==> config.mk <==
export PLATFORM = sky130hd
export DESIGN_NAME = adc_start_control
export DESIGN_NICKNAME = d
export VERILOG_FILES = /design/src/adc_start_pkg.sv /design/src/adc_start_control.sv /design/src/conv_clock_divider.sv
export SDC_FILE = /design/constraint.sdc
export NUM_CORES = 1
export LEC_CHECK = 0
export BUFFER_PORTS_ARGS = -buffer_cell sky130_fd_sc_hd__buf_4
export CORE_MARGIN = 3
export CORE_UTILIZATION = 52
export DETAILED_ROUTE_END_ITERATION = 16
export GPL_TIMING_DRIVEN = 0
export PLACE_DENSITY_LB_ADDON = 0.15
export SETUP_SLACK_MARGIN = 0.1
export SYNTH_ARGS = -nofsm -noshare
export SYNTH_HDL_FRONTEND = slang
export SYNTH_SLANG_ARGS = --single-unit
export TNS_END_PERCENT = 5
==> constraint.sdc <==
create_clock -name clk_sys -period 5.1 [get_ports clk_sys]
set_clock_uncertainty 0.2 [all_clocks]
set_input_delay 0 -clock clk_sys [delete_from_list [all_inputs] [get_ports clk_sys]]
set_output_delay 0 -clock clk_sys [all_outputs]
set_load 0.05 [all_outputs]
==> src/adc_start_pkg.sv <==
/*
 * Shared constants for the converter start-of-conversion control: the
 * power-up time register location, field layout, start source codes,
 * sequencer states and the timing counts at the 100 MHz system clock.
 * Assumes a 10 ns system clock period.
 */
package adc_start_pkg;

	// ------------------------------------------------------------------
	// Register map
	// ------------------------------------------------------------------
	localparam logic [7:0] PWRUP_ADDR    = 8'hba;
	localparam logic [3:0] PWRUP_PAGE    = 4'hf;
	localparam logic [3:0] PWRUP_RESET   = 4'hf;
	localparam int         PWRUP_FIELD_W = 4;
	localparam int         RSVD_BIT      = 7;

	// ------------------------------------------------------------------
	// Start source select codes
	// ------------------------------------------------------------------
	localparam logic [2:0] SRC_SOFTWARE = 3'h0;
	localparam logic [2:0] SRC_TIMER0   = 3'h1;
	localparam logic [2:0] SRC_TIMER2   = 3'h2;
	localparam logic [2:0] SRC_TIMER3   = 3'h3;
	localparam logic [2:0] SRC_EXT_PIN  = 3'h4;

	// ------------------------------------------------------------------
	// Sequencer states, Gray coded along idle-sync-power-convert
	// ------------------------------------------------------------------
	typedef enum logic [1:0] {
		ST_IDLE    = 2'b00,
		ST_SYNC    = 2'b01,
		ST_POWER   = 2'b11,
		ST_CONVERT = 2'b10
	} conv_state_e;

	// ------------------------------------------------------------------
	// Timing
	// ------------------------------------------------------------------
	localparam int CLK_PERIOD_NS = 10;
	localparam int CNT_W         = 10;
	// Fastest sample rate; a conversion never ends sooner than this allows
	localparam int MAX_RATE_KSPS = 300;
	localparam int MIN_CONV_CYCLES =
		(1000000 + MAX_RATE_KSPS * CLK_PERIOD_NS - 1) / (MAX_RATE_KSPS * CLK_PERIOD_NS);
	// Longest sync hold-off, one switcher period at its slowest
	localparam int SYNC_HOLD_NS     = 625;
	localparam int SYNC_HOLD_CYCLES = SYNC_HOLD_NS / CLK_PERIOD_NS;
	// Burst power-up step per count of the power-up field
	localparam int PWRUP_STEP_NS     = 400;
	localparam int PWRUP_STEP_CYCLES = (PWRUP_STEP_NS + CLK_PERIOD_NS - 1) / CLK_PERIOD_NS;

endpackage : adc_start_pkg

==> src/adc_start_control.sv <==
/*
 * Start-of-conversion control for the successive-approximation converter:
 * conversion clock selection, trigger selection, busy tracking, done flag,
 * result capture, switcher sync hold-off and burst power-up sequencing.
 * Assumes all inputs are synchronous to clk_sys, timer overflows and ticks
 * are one-cycle pulses, and the SAR core returns its code on sar_data by
 * the last conversion clock.
 */
// Notes on behaviour
// - Conversions never exceed 300 ksps.
// - Clock source: system clock, or oscillator in burst.
// - Divide ratio comes from divider field.
// - Select picks software, timer 0/2/3, or pin edge.
// - Writing busy starts; busy high while converting.
// - Busy falling sets done flag and interrupt.
// - Result pair valid while done flag set.
// - Timers 2/3: low overflow in 8-bit mode.
// - Sync mode delays start until switcher pulse.
// - Sync hold-off at most 625 ns.
// - Sync mode clocks conversion from switcher clock.
// - Sync clock invert bit inverts switcher clock.
// - Without burst, power follows converter enable only.
// - Burst with enable: stay powered, start immediately.
// - Burst without enable: sleep, power-up delay first.
// - Power-up delay is (field + 1) times 400 ns.
// - Power-up register bit 7 reads zero.
`timescale 1ns/10ps
`default_nettype none

module adc_start_control #(
	parameter int RESULT_W  = 10,
	parameter int CONV_CLKS = 14,
	parameter int DIV_W     = 5
) (
	input  wire logic                clk_sys,
	input  wire logic                rst,
	// Special function register port
	input  wire logic [3:0]          sfr_page,
	input  wire logic [7:0]          sfr_addr,
	input  wire logic                sfr_wr,
	input  wire logic                sfr_rd,
	input  wire logic [7:0]          sfr_wdata,
	output logic [7:0]               sfr_rdata,
	// Control bits
	input  wire logic                converter_enable,
	input  wire logic                burst_enable,
	input  wire logic [2:0]          start_source_select,
	input  wire logic [DIV_W-1:0]    clock_divider_field,
	input  wire logic                busy_write,
	input  wire logic                done_clear,
	input  wire logic                int_enable,
	input  wire logic                sync_enable,
	input  wire logic                one_cell_mode,
	input  wire logic                sync_clock_invert,
	// Trigger sources
	input  wire logic                timer0_ovf,
	input  wire logic                timer2_low_ovf,
	input  wire logic                timer2_high_ovf,
	input  wire logic                timer2_split,
	input  wire logic                timer3_low_ovf,
	input  wire logic                timer3_high_ovf,
	input  wire logic                timer3_split,
	input  wire logic                external_start_pin,
	// Clock sources
	input  wire logic                lpo_tick,
	input  wire logic                switcher_clk,
	input  wire logic                switcher_sync,
	// SAR core
	input  wire logic [RESULT_W-1:0] sar_data,
	output logic                     sar_clk_en,
	output logic                     sar_powered,
	// Status
	output logic                     conversion_busy,
	output logic                     conversion_done_flag,
	output logic                     irq,
	output logic [RESULT_W-1:0]      result_register_pair
);

	localparam int CLK_CNT_W = $clog2(CONV_CLKS + 1);
	localparam int HOLD_MAX  = adc_start_pkg::SYNC_HOLD_CYCLES;
	localparam logic [adc_start_pkg::CNT_W-1:0] MIN_CONV =
		adc_start_pkg::CNT_W'(adc_start_pkg::MIN_CONV_CYCLES);
	localparam logic [adc_start_pkg::CNT_W-1:0] HOLD_LAST =
		adc_start_pkg::CNT_W'(adc_start_pkg::SYNC_HOLD_CYCLES - 1);
	localparam logic [adc_start_pkg::CNT_W-1:0] PWR_STEP =
		adc_start_pkg::CNT_W'(adc_start_pkg::PWRUP_STEP_CYCLES);
	localparam logic [CLK_CNT_W-1:0] CLKS_LAST = CLK_CNT_W'(CONV_CLKS);

	// ------------------------------------------------------------------
	// Parameter checks
	// ------------------------------------------------------------------
	generate
		if (RESULT_W < 1 || RESULT_W > 16 || CONV_CLKS < 1 || DIV_W < 1)
		begin : g_bad_param
			$error("adc_start_control: unsupported parameter values");
		end
	endgenerate

	typedef struct packed {
		adc_start_pkg::conv_state_e st;
		logic [adc_start_pkg::CNT_W-1:0] cnt;
		logic [CLK_CNT_W-1:0]            clk_cnt;
		logic                            pin_prev;
		logic                            sw_prev;
		logic                            done;
		logic [RESULT_W-1:0]             result;
		logic [adc_start_pkg::PWRUP_FIELD_W-1:0] pwr;
		logic [7:0]                      rdata;
	} ctl_state_s;

	ctl_state_s r;
	ctl_state_s next_r;

	logic                            sync_on;
	logic                            sw_edge;
	logic                            src_tick;
	logic                            conv_tick;
	logic                            trig;
	logic                            trig_ok;
	logic                            need_power;
	logic [adc_start_pkg::CNT_W-1:0] pwr_cycles;
	logic                            sfr_hit;

	// Pick the overflow that matches the timer's width mode
	function automatic logic timer_ovf(input logic split, input logic lo, input logic hi);
		timer_ovf = split ? lo : hi;
	endfunction : timer_ovf

	// ------------------------------------------------------------------
	// Clock source and divider
	// ------------------------------------------------------------------
	// Sync only valid in one-cell mode; sync_enable is ignored in two-cell mode
	assign sync_on = sync_enable & one_cell_mode;
	// Switcher edge, optionally the falling one to dodge switching noise
	assign sw_edge = sync_clock_invert ? (r.sw_prev & ~switcher_clk)
	                                   : (~r.sw_prev & switcher_clk);
	// Source tick: switcher in sync, oscillator in burst, else system clock
	assign src_tick = sync_on ? sw_edge : (burst_enable ? lpo_tick : 1'b1);

	conv_clock_divider #(
		.DIV_W (DIV_W)
	) u_div (
		.clk_sys  (clk_sys),
		.rst      (rst),
		.src_tick (src_tick),
		.divide   (clock_divider_field),
		.tick     (conv_tick)
	);

	// ------------------------------------------------------------------
	// Trigger selection
	// ------------------------------------------------------------------
	always_comb
	begin
		case (start_source_select)
			adc_start_pkg::SRC_SOFTWARE: trig = busy_write;
			adc_start_pkg::SRC_TIMER0:   trig = timer0_ovf;
			adc_start_pkg::SRC_TIMER2:
				trig = timer_ovf(timer2_split, timer2_low_ovf, timer2_high_ovf);
			adc_start_pkg::SRC_TIMER3:
				trig = timer_ovf(timer3_split, timer3_low_ovf, timer3_high_ovf);
			adc_start_pkg::SRC_EXT_PIN:  trig = external_start_pin & ~r.pin_prev;
			default:                     trig = 1'b0;
		endcase
	end

	// Unpowered converter outside burst cannot run; busy also blocks
	assign trig_ok    = trig && r.st == adc_start_pkg::ST_IDLE
	                    && (burst_enable || converter_enable);
	assign need_power = burst_enable & ~converter_enable;
	assign pwr_cycles = (adc_start_pkg::CNT_W'(r.pwr) + 1'b1) * PWR_STEP;
	assign sfr_hit    = sfr_page == adc_start_pkg::PWRUP_PAGE
	                    && sfr_addr == adc_start_pkg::PWRUP_ADDR;

	// ------------------------------------------------------------------
	// Sequencer, flags and register file
	// ------------------------------------------------------------------
	always_comb
	begin
		next_r          = r;
		next_r.pin_prev = external_start_pin;
		next_r.sw_prev  = switcher_clk;
		next_r.done     = r.done & ~done_clear;
		case (r.st)
			adc_start_pkg::ST_IDLE:
			begin
				next_r.cnt = '0;
				if (trig_ok)
				begin
					if (sync_on)
						next_r.st = adc_start_pkg::ST_SYNC;
					else if (need_power)
						next_r.st = adc_start_pkg::ST_POWER;
					else
					begin
						next_r.st      = adc_start_pkg::ST_CONVERT;
						next_r.clk_cnt = '0;
					end
				end
			end
			adc_start_pkg::ST_SYNC:
			begin
				// Give up waiting after one slow switcher period
				if (switcher_sync || r.cnt >= HOLD_LAST)
				begin
					next_r.cnt     = '0;
					next_r.clk_cnt = '0;
					next_r.st      = need_power ? adc_start_pkg::ST_POWER
					                            : adc_start_pkg::ST_CONVERT;
				end
				else
					next_r.cnt = r.cnt + 1'b1;
			end
			adc_start_pkg::ST_POWER:
			begin
				if (r.cnt >= pwr_cycles - 1'b1)
				begin
					next_r.cnt     = '0;
					next_r.clk_cnt = '0;
					next_r.st      = adc_start_pkg::ST_CONVERT;
				end
				else
					next_r.cnt = r.cnt + 1'b1;
			end
			adc_start_pkg::ST_CONVERT:
			begin
				// Counter saturates; it only guards the rate floor
				if (r.cnt < MIN_CONV)
					next_r.cnt = r.cnt + 1'b1;
				if (conv_tick && r.clk_cnt < CLKS_LAST)
					next_r.clk_cnt = r.clk_cnt + 1'b1;
				if (r.clk_cnt == CLKS_LAST && r.cnt >= MIN_CONV - 1'b1)
				begin
					next_r.st     = adc_start_pkg::ST_IDLE;
					next_r.done   = 1'b1;
					next_r.result = sar_data;
				end
			end
			default:
				next_r.st = adc_start_pkg::ST_IDLE;
		endcase
		// Only the low field is stored; reserved and unused bits drop
		if (sfr_wr && sfr_hit)
			next_r.pwr = sfr_wdata[adc_start_pkg::PWRUP_FIELD_W-1:0];
		if (sfr_rd)
			next_r.rdata = sfr_hit ? {4'h0, r.pwr} : 8'h00;
	end

	// State register
	always_ff @(posedge clk_sys or posedge rst)
	begin
		if (rst)
		begin
			r     <= '0;
			r.st  <= adc_start_pkg::ST_IDLE;
			r.pwr <= adc_start_pkg::PWRUP_RESET;
		end
		else
			r <= next_r;
	end

	// ------------------------------------------------------------------
	// Outputs
	// ------------------------------------------------------------------
	assign conversion_busy      = r.st != adc_start_pkg::ST_IDLE;
	assign conversion_done_flag = r.done;
	assign irq                  = r.done & int_enable;
	assign result_register_pair = r.result;
	assign sfr_rdata            = r.rdata;
	assign sar_clk_en           = conv_tick && r.st == adc_start_pkg::ST_CONVERT;
	// Burst keeps the core up only while powering up or converting (not in sync hold) unless the enable holds it
	assign sar_powered = burst_enable ? (converter_enable
	                     || (r.st != adc_start_pkg::ST_IDLE && r.st != adc_start_pkg::ST_SYNC))
	                     : converter_enable;

	// ------------------------------------------------------------------
	// Assertions
	// ------------------------------------------------------------------
	sw_start_a: assert property (
		@(posedge clk_sys) disable iff (rst)
		busy_write && start_source_select == adc_start_pkg::SRC_SOFTWARE
		&& !conversion_busy && converter_enable
		|=> conversion_busy)
		else $error("software start did not raise busy");

	done_on_fall_a: assert property (
		@(posedge clk_sys) disable iff (rst)
		$fell(conversion_busy) |-> conversion_done_flag && irq == int_enable)
		else $error("busy fell without done flag");

	result_capture_a: assert property (
		@(posedge clk_sys) disable iff (rst)
		$fell(conversion_busy) |-> result_register_pair == $past(sar_data))
		else $error("result not captured at completion");

	no_restart_a: assert property (
		@(posedge clk_sys) disable iff (rst)
		r.st == adc_start_pkg::ST_CONVERT && r.clk_cnt != '0
		|=> r.clk_cnt != '0 || r.st == adc_start_pkg::ST_IDLE)
		else $error("conversion restarted while busy");

	sync_bound_a: assert property (
		@(posedge clk_sys) disable iff (rst)
		$rose(r.st == adc_start_pkg::ST_SYNC)
		|-> ##[1:HOLD_MAX] r.st != adc_start_pkg::ST_SYNC)
		else $error("sync hold-off too long");

	powerup_len_a: assert property (
		@(posedge clk_sys) disable iff (rst)
		$fell(r.st == adc_start_pkg::ST_POWER)
		|-> $past(r.cnt) == $past(pwr_cycles) - 1'b1)
		else $error("power-up delay length wrong");

	burst_direct_a: assert property (
		@(posedge clk_sys) disable iff (rst)
		trig_ok && burst_enable && converter_enable && !sync_on
		|=> r.st == adc_start_pkg::ST_CONVERT)
		else $error("burst enabled start was delayed");

	rate_floor_a: assert property (
		@(posedge clk_sys) disable iff (rst)
		$fell(conversion_busy) |-> $past(r.cnt) >= MIN_CONV - 1'b1)
		else $error("conversion shorter than rate limit");

	power_follow_a: assert property (
		@(posedge clk_sys) disable iff (rst)
		!burst_enable |-> sar_powered == converter_enable)
		else $error("power state ignores enable");

	reserved_zero_a: assert property (
		@(posedge clk_sys) disable iff (rst)
		$past(sfr_rd) |-> sfr_rdata[adc_start_pkg::RSVD_BIT] == 1'b0)
		else $error("reserved bit read as one");

endmodule : adc_start_control

`default_nettype wire

==> src/conv_clock_divider.sv <==
/*
 * Conversion clock divider: counts source ticks and emits one enable pulse
 * every (divide + 1) source ticks.
 * Assumes src_tick is a one-cycle enable synchronous to clk_sys.
 */
`timescale 1ns/10ps
`default_nettype none

module conv_clock_divider #(
	parameter int DIV_W = 5
) (
	input  wire logic             clk_sys,
	input  wire logic             rst,
	input  wire logic             src_tick,
	input  wire logic [DIV_W-1:0] divide,
	output logic                  tick
);

	typedef struct packed {
		logic [DIV_W-1:0] cnt;
		logic             tick;
	} div_state_s;

	div_state_s r;
	div_state_s next_r;

	generate
		if (DIV_W < 1)
		begin : g_bad_width
			$error("conv_clock_divider: DIV_W must be at least 1");
		end
	endgenerate

	// Ratio taken live from the divider field, so a change applies to the count in progress
	always_comb
	begin
		next_r      = r;
		next_r.tick = 1'b0;
		if (src_tick)
		begin
			if (r.cnt >= divide)
			begin
				next_r.cnt  = '0;
				next_r.tick = 1'b1;
			end
			else
			begin
				next_r.cnt = r.cnt + 1'b1;
			end
		end
	end

	// State register
	always_ff @(posedge clk_sys or posedge rst)
	begin
		if (rst)
			r <= '0;
		else
			r <= next_r;
	end

	assign tick = r.tick;

endmodule : conv_clock_divider

`default_nettype wire

==> flow_summary.toml, run 1 <==
[status]
status = "completed"

[sta]
tightest_slew_ns = 0.628
period_minus_slack_ns = 4.32
relSlewSlack_pct = 58.0
setup-tns-final_ns = 0
final-max-slew-violation-count = 0
setup_viol = 0
setup_slack_ns = 0.781
finalCritPeriodShare_pct = 84.7
clock.fmax_mhz = 232
rsz0062_at_grt = "no"
hold_viol = 0

[placement]
port_buffers = 75
postPlaceCellArea_sq_mm = 0.00352
pre_cts_slack_ns = 0.765
hpwl_um = 4900
place_congestion = 0.790

[yosys]
synth_cell_type_count = 55
syn_inst = 295
synth_top_area_share_pct = 34.3
synth_warnings = 0
post_synth.cell_area_avg_sq_um = 9.64
synth-seq-cells = 43
ys_seq_area_share_pct = 38.0
ys_top_cells_by_area = "dfrtp_1 (34%), ha_1 (10%), buf_4 (4.8%), dfstp_2 (3.7%), o21ai_0 (3.5%)"
synthArstFlopShare_pct = 100
synth_top_cell_by_area = "dfrtp_1"
syn-cell-area_sq_mm = 0.00284
yosys_most_used_dff = "dfrtp_1"
synth_edf_count = 0

[critical_path]
reg2reg_depth = 13
r2r_slack_ns = 0.78
path_class = "flop to flop"
critical_path.cell_chain = "ha_1, xor2_1, ha_1, fa_1, nor3_1, xnor2_1, xnor2_1, ha_1, o21ai_0, o21ai_0, o211ai_4, nor2_1, o22ai_1"
critPathArrivalTime_ns = 4.27
slowest_stage = "dfstp_2"
critPathLaunchType = "flop"
crit_path_frequent_cell = "ha_1"
path_depth = 13
end_kind = "flop"
r2r_end = "r[30]"
worstPathMaxFanout = 9
critPathBufInv = 0
r2r_start = "r[8]"
crit_path_max_incr_delay_ns = 0.60
crit_required_ns = 5.05
crit_family = "adder cells"

[clock_tree]
postCtsSetupBuffers = 0
cts.sinks = 43
cts_inserted_buffers = 5
cts_buffer_depth = 2
cts_tree = "built"
cts_root_buffer = "clkbuf_8"
path_clk_slew_ns = 0.09
insertion_delay_ns = 0.30
h-tree-depth = 2

[layout]
final_nets = 498
final_cell_mix = "buf_4 (93), dfrtp_1 (39), dlygate4sd3_1 (32)"
layout_commonest_cell = "buf_4"
seqCellArea_sq_mm = 0.00108
drive_gt1_share_pct = 29.0
syn_to_final_growth_pct = 39.3
antennaDiodeCount = 0
fillCellCount = 362
fin_area_sq_mm = 0.00396
multi_input_area_sq_mm = 0.00154

[global_route]
grt_pass1_vias = 2681
track_usage_pct = 23.7
grt_overflow = 0
grt_first_pass_wirelength_um = 12100
grt_max_degree = 31
antenna_found_initial = 0

[route]
drc_errors = 0
via_count = 2646
drtAntennaViolNets = 0
wl_um = 7050
drt-initial-drc-count = 200
firstDrtPassIters = 4
via_per_inst = 5.47
routedWlPerCell_um = 14.6

[worst_hold_path]
hp-class = "primary input to async pin"

[power]
powerDensity_mw_per_mm2 = 294
p_leak_nw = 1.89
irDropWorstVdd_v = 0.000210
total_power_mw = 1.17

[die]
start_util_pct = 54.6
io_pins = 84
dieArea_sq_mm = 0.00639
die_w_um = 79.9
core_sq_mm = 0.00520
die_h_um = 79.9
rows = 26

[flow_run]
maxCapViolations = 0
final cells by class:
class	instances	share of cell area, %
buffer	20	3.63
clock buffer	5	1.74
clock inverter	3	1.20
sequential	43	27.3
timing repair buffer	108	22.8
tap	70	2.21
inverter	25	2.37
multi-input combinational	210	38.8
Yosys cell counts, types with 2 or more instances:
master,count
dfrtp_1,39
inv_1,25
ha_1,23
nand2_1,22
o21ai_0,20
buf_4,18
a21oi_1,14
nand3_1,11
nor2_1,11
mux2_1,8
o31ai_1,8
mux2_2,6
or4_1,6
xnor2_1,6
nand2b_1,5
nor3_1,5
dfstp_2,4
o211ai_1,4
and2_1,3
and3_1,3
mux2i_1,3
nand4_1,3
nor2b_1,3
o21a_1,3
xor2_1,3
a21o_1,2
a22o_1,2
a311oi_1,2
and4_1,2
nand4b_1,2
o21ai_1,2
o22ai_1,2
or2_2,2
or3_1,2
kinds of logic (layout without fill, tap and decap cells):
| logic type | after synthesis | in the layout | share of synthesized area [%] |
|---|---|---|---|
| simple gates | 85 | 85 | 16.3 |
| compound gates | 70 | 70 | 16.2 |
| buf+inv | 45 | 161 | 8.36 |
| flops | 43 | 43 | 38.0 |
| fa+ha+maj | 24 | 24 | 10.8 |
| mux | 18 | 18 | 7.39 |
| xor+xnor | 9 | 9 | 2.77 |
| other cells | 1 | 4 | 0.132 |
metrics by stage:
step | util, % | hold slack, ns | instances
finish | 76.1 | 0.0119 | 484
global route | 76.1 | 0.0361 | 484
CTS | 76.1 | 0.0141 | 484
detailed placement | 67.7 | -0.214 | 444
global placement | 67.3 | -0.0815 | 443
floorplan | - | -0.169 | 298
worst register-to-register path: cells and delay by family, from the launching register on:
| family | cells | cell delay, ns |
|---|---|---|
| adder cells (fa/ha/maj) | 4 | 1.37 |
| XOR/XNOR | 3 | 0.47 |
| flip-flops | 1 | 0.60 |
| AND/OR/NAND/NOR | 2 | 0.77 |
| AO/OA/AOI/OAI | 4 | 0.74 |
flip-flops by register name, summed over array words and instances (netlist names):
name,flops
u_div.tick,1
r,22
u_div.r,5
result_register_pair,10
conversion_done_flag,1
sfr_rdata,4
report_power, final:
part | internal (mW) | total, mW | switching [mW] | leakage, nW
Clock | 0.149 | 0.281 | 0.133 | 0.0587
Sequential | 0.392 | 0.455 | 0.0628 | 0.542
Combinational | 0.182 | 0.430 | 0.248 | 1.29
per-layer routing:
layer	global-route usage, %	routed length [um]	vias up
li1	-	-	1280
met1	29.4	2940	1262
met2	42.0	3580	94
met3	4.63	436	10
met4	6.08	92	0
met5	0	0	-
worst max path at each step:
stage                      from  endpoint  slack (ns)
after floorplan           r[10]     r[30]        1.24
after global placement    r[10]     r[30]        0.84
after detailed placement   r[8]     r[30]        0.76
after CTS                  r[8]     r[30]        0.72
after global routing      r[10]     r[30]        0.44
final                      r[8]     r[30]        0.78
what timing repair did:
item | CTS | global route
endpoints found under the hold margin | 66 | 0
hold buffers | 32 | 0
resized for setup | 0 | 0
No activity file was read; power rests on OpenSTA's default activity.
==> run 2: changes to the inputs <==
--- a/config.mk
+++ b/config.mk
@@ -7,7 +7,7 @@
 export LEC_CHECK = 0
 export BUFFER_PORTS_ARGS = -buffer_cell sky130_fd_sc_hd__buf_4
 export CORE_MARGIN = 3
-export CORE_UTILIZATION = 52
+export CORE_UTILIZATION = 47
 export DETAILED_ROUTE_END_ITERATION = 16
 export GPL_TIMING_DRIVEN = 0
 export PLACE_DENSITY_LB_ADDON = 0.15
==> constraint.sdc (replaced) <==
create_clock -name clk_sys -period 3.5 [get_ports clk_sys]
set_clock_uncertainty 0.2 [all_clocks]
set_input_delay 0 -clock clk_sys [delete_from_list [all_inputs] [get_ports clk_sys]]
set_output_delay 0 -clock clk_sys [all_outputs]
set_load 0.05 [all_outputs]
==> run 2 against run 1 <==
Effect of this change:
- clock power is 46% higher
- first-iteration DRC count decreased by 38%
- highest routed layer unchanged
- combinational power grew 62%
- utilization fell by 3.7 points
- wire length grew 1.5%
- hold slack improved by 0.028 ns
- setup slack worse by 1.2 ns
- cell area increased by 3.7%
- the flow now finishes with violations (negative setup slack)
- sequential power increased by 45%
==> flow_summary.toml, run 2 (synthesis gave the netlist of run 1 again) <==
[layout]
drive_gt1_share_pct = 33.0
syn_to_final_growth_pct = 44.5
layout_commonest_cell = "buf_4"
final_cell_mix = "buf_4 (99), dfrtp_1 (39), dlygate4sd3_1 (32)"
final_nets = 505
largest_reg_flops = 22
fin_util_pct = 72.4
regMostFlops = "r"
fillCellCount = 423
antennaDiodeCount = 0

[power]
powerDensity_mw_per_mm2 = 430
p_leak_nw = 1.94
irDropWorstVdd_v = 0.000356

[status]
status = "complete, but fails checks"
violations = "negative setup slack"

[worst_hold_path]
hp-class = "primary input to flop"
whs_path_depth = 5
min-delay-start = "start_source_select[2]"
hold_end = "r[39]"

[flow_run]
maxCapViolations = 0

[critical_path]
crit_required_ns = 3.45
critPathLaunchType = "flop"
r2r_end = "r[29]"
r2r_start = "r[8]"
reg2reg_depth = 14
end_kind = "flop"
critical_path.cell_chain = "nand3_2, xnor2_2, ha_1, ha_2, fa_1, nor3_2, xnor2_1, xnor2_1, ha_1, o21ai_2, o211ai_1, o211ai_4, o211ai_1, o21ai_0"
slowest_stage = "dfstp_2"
worstPathMaxFanout = 7
r2r_slack_ns = -0.38
critPathBufInv = 0
crit_path_max_incr_delay_ns = 0.58
critPathArrivalTime_ns = 3.82
path_class = "flop to flop"
crit_family = "adder cells"

[clock_tree]
cts_inserted_buffers = 5
h-tree-depth = 2
cts_tree = "built"
cts.sinks = 43
cts_root_buffer = "clkbuf_8"
cts_buffer_depth = 2
path_clk_slew_ns = 0.09
insertion_delay_ns = 0.30

[sta]
setup_viol = 15
clock.fmax_mhz = 258
finalCritPeriodShare_pct = 111
rsz0062_at_grt = "yes"
tightest_slew_ns = 0.547
setup_slack_ns = -0.376
period_minus_slack_ns = 3.88
final-max-slew-violation-count = 0
timing.hold.ws_ns = 0.0399
hold_viol = 0
relSlewSlack_pct = 63.1

[die]
core_sq_mm = 0.00568
start_util_pct = 50.1
rows = 27
die_h_um = 83.8
io_pins = 84
dieArea_sq_mm = 0.00702
die_w_um = 83.8

[placement]
port_buffers = 75
place_congestion = 0.781
pre_cts_slack_ns = -0.391
hpwl_um = 4770

[route]
drt-initial-drc-count = 124
drtAntennaViolNets = 0
routedWlPerCell_um = 14.5
drc_errors = 0
wl_um = 7160
firstDrtPassIters = 4
via_per_inst = 5.33
via_count = 2628

[global_route]
grt_pass1_vias = 2630
grt_max_degree = 37
grt_overflow = 0
track_usage_pct = 20.5
grt_first_pass_wirelength_um = 12000
antenna_found_initial = 0
run 2: cell count changes in the layout (fill, tap and decap cells not counted), sizes merged:
| cell | change |
|---|---|
| buf | +7 |
run 2: worst reg2reg max path, stage by stage, from the launching register on:
cell	delay, ns
dfstp_2	0.58
nand3_2	0.10
xnor2_2	0.18
ha_1	0.26
ha_2	0.18
fa_1	0.47
nor3_2	0.16
xnor2_1	0.16
xnor2_1	0.11
ha_1	0.33
o21ai_2	0.08
o211ai_1	0.32
o211ai_4	0.21
o211ai_1	0.23
o21ai_0	0.16
run 2: stage by stage:
step	instance area, sq um	cells	TNS (ns)	power [mW]
floorplan	2890	298	-0.337	1.08
global placement	3550	445	-3.37	1.25
detailed placement	3570	446	-5.07	1.27
CTS	4060	491	-3.65	1.70
global route	4110	493	-6.75	1.89
finish	4110	493	-4.58	1.77
run 2: power breakdown:
group          total (mW)  switching [mW]  internal (mW)
combinational       0.698           0.392          0.306
sequential          0.660          0.0875          0.572
clock               0.409           0.192          0.217
total                1.77           0.672           1.09
run 2: worst max path at each step:
| stage | start | to | slack, ns | cells past startpoint |
|---|---|---|---|---|
| 6_report | r[8] | r[29] | -0.38 | 14 |
| 5_1_grt | r[8] | r[29] | -0.53 | 14 |
| 4_1_cts | r[8] | r[28] | -0.31 | 14 |
| 3_5_place_dp | r[8] | r[26] | -0.39 | 14 |
| 3_3_place_gp | r[8] | r[28] | -0.27 | 14 |
| 2_1_floorplan | r[8] | r[28] | -0.11 | 14 |
run 2: timing repair:
item / in CTS / in global routing
endpoints found under the hold margin: 66 / 0
pin swaps: 14 / 7
setup buffers: 5 / 2
endpoints found under the setup margin: 15 / 15
hold buffers: 32 / 0
gates resized for setup: 3 / 4
run 2: routing by layer:
metal | vias to the layer above | wire [um] | share of wire [%] | GRT usage, %
met5 | - | 0 | 0 | 0
met4 | 0 | 102 | 1.4 | 5.99
met2 | 74 | 3640 | 51 | 36.2
met1 | 1251 | 3040 | 43 | 24.8
met3 | 9 | 377 | 5.3 | 4.64
li1 | 1294 | - | - | -
run 2: cell type report:
| type | count | area, sq um | share of cell area [%] |
|---|---|---|---|
| sequential | 43 | 1080 | 26.3 |
| inverter | 25 | 93.8 | 2.28 |
| buffer | 20 | 144 | 3.50 |
| timing repair buffer | 115 | 968 | 23.6 |
| multi-input combinational | 210 | 1610 | 39.3 |
| clock inverter | 3 | 47.5 | 1.16 |
| clock buffer | 5 | 68.8 | 1.68 |
| tap | 72 | 90.1 | 2.19 |
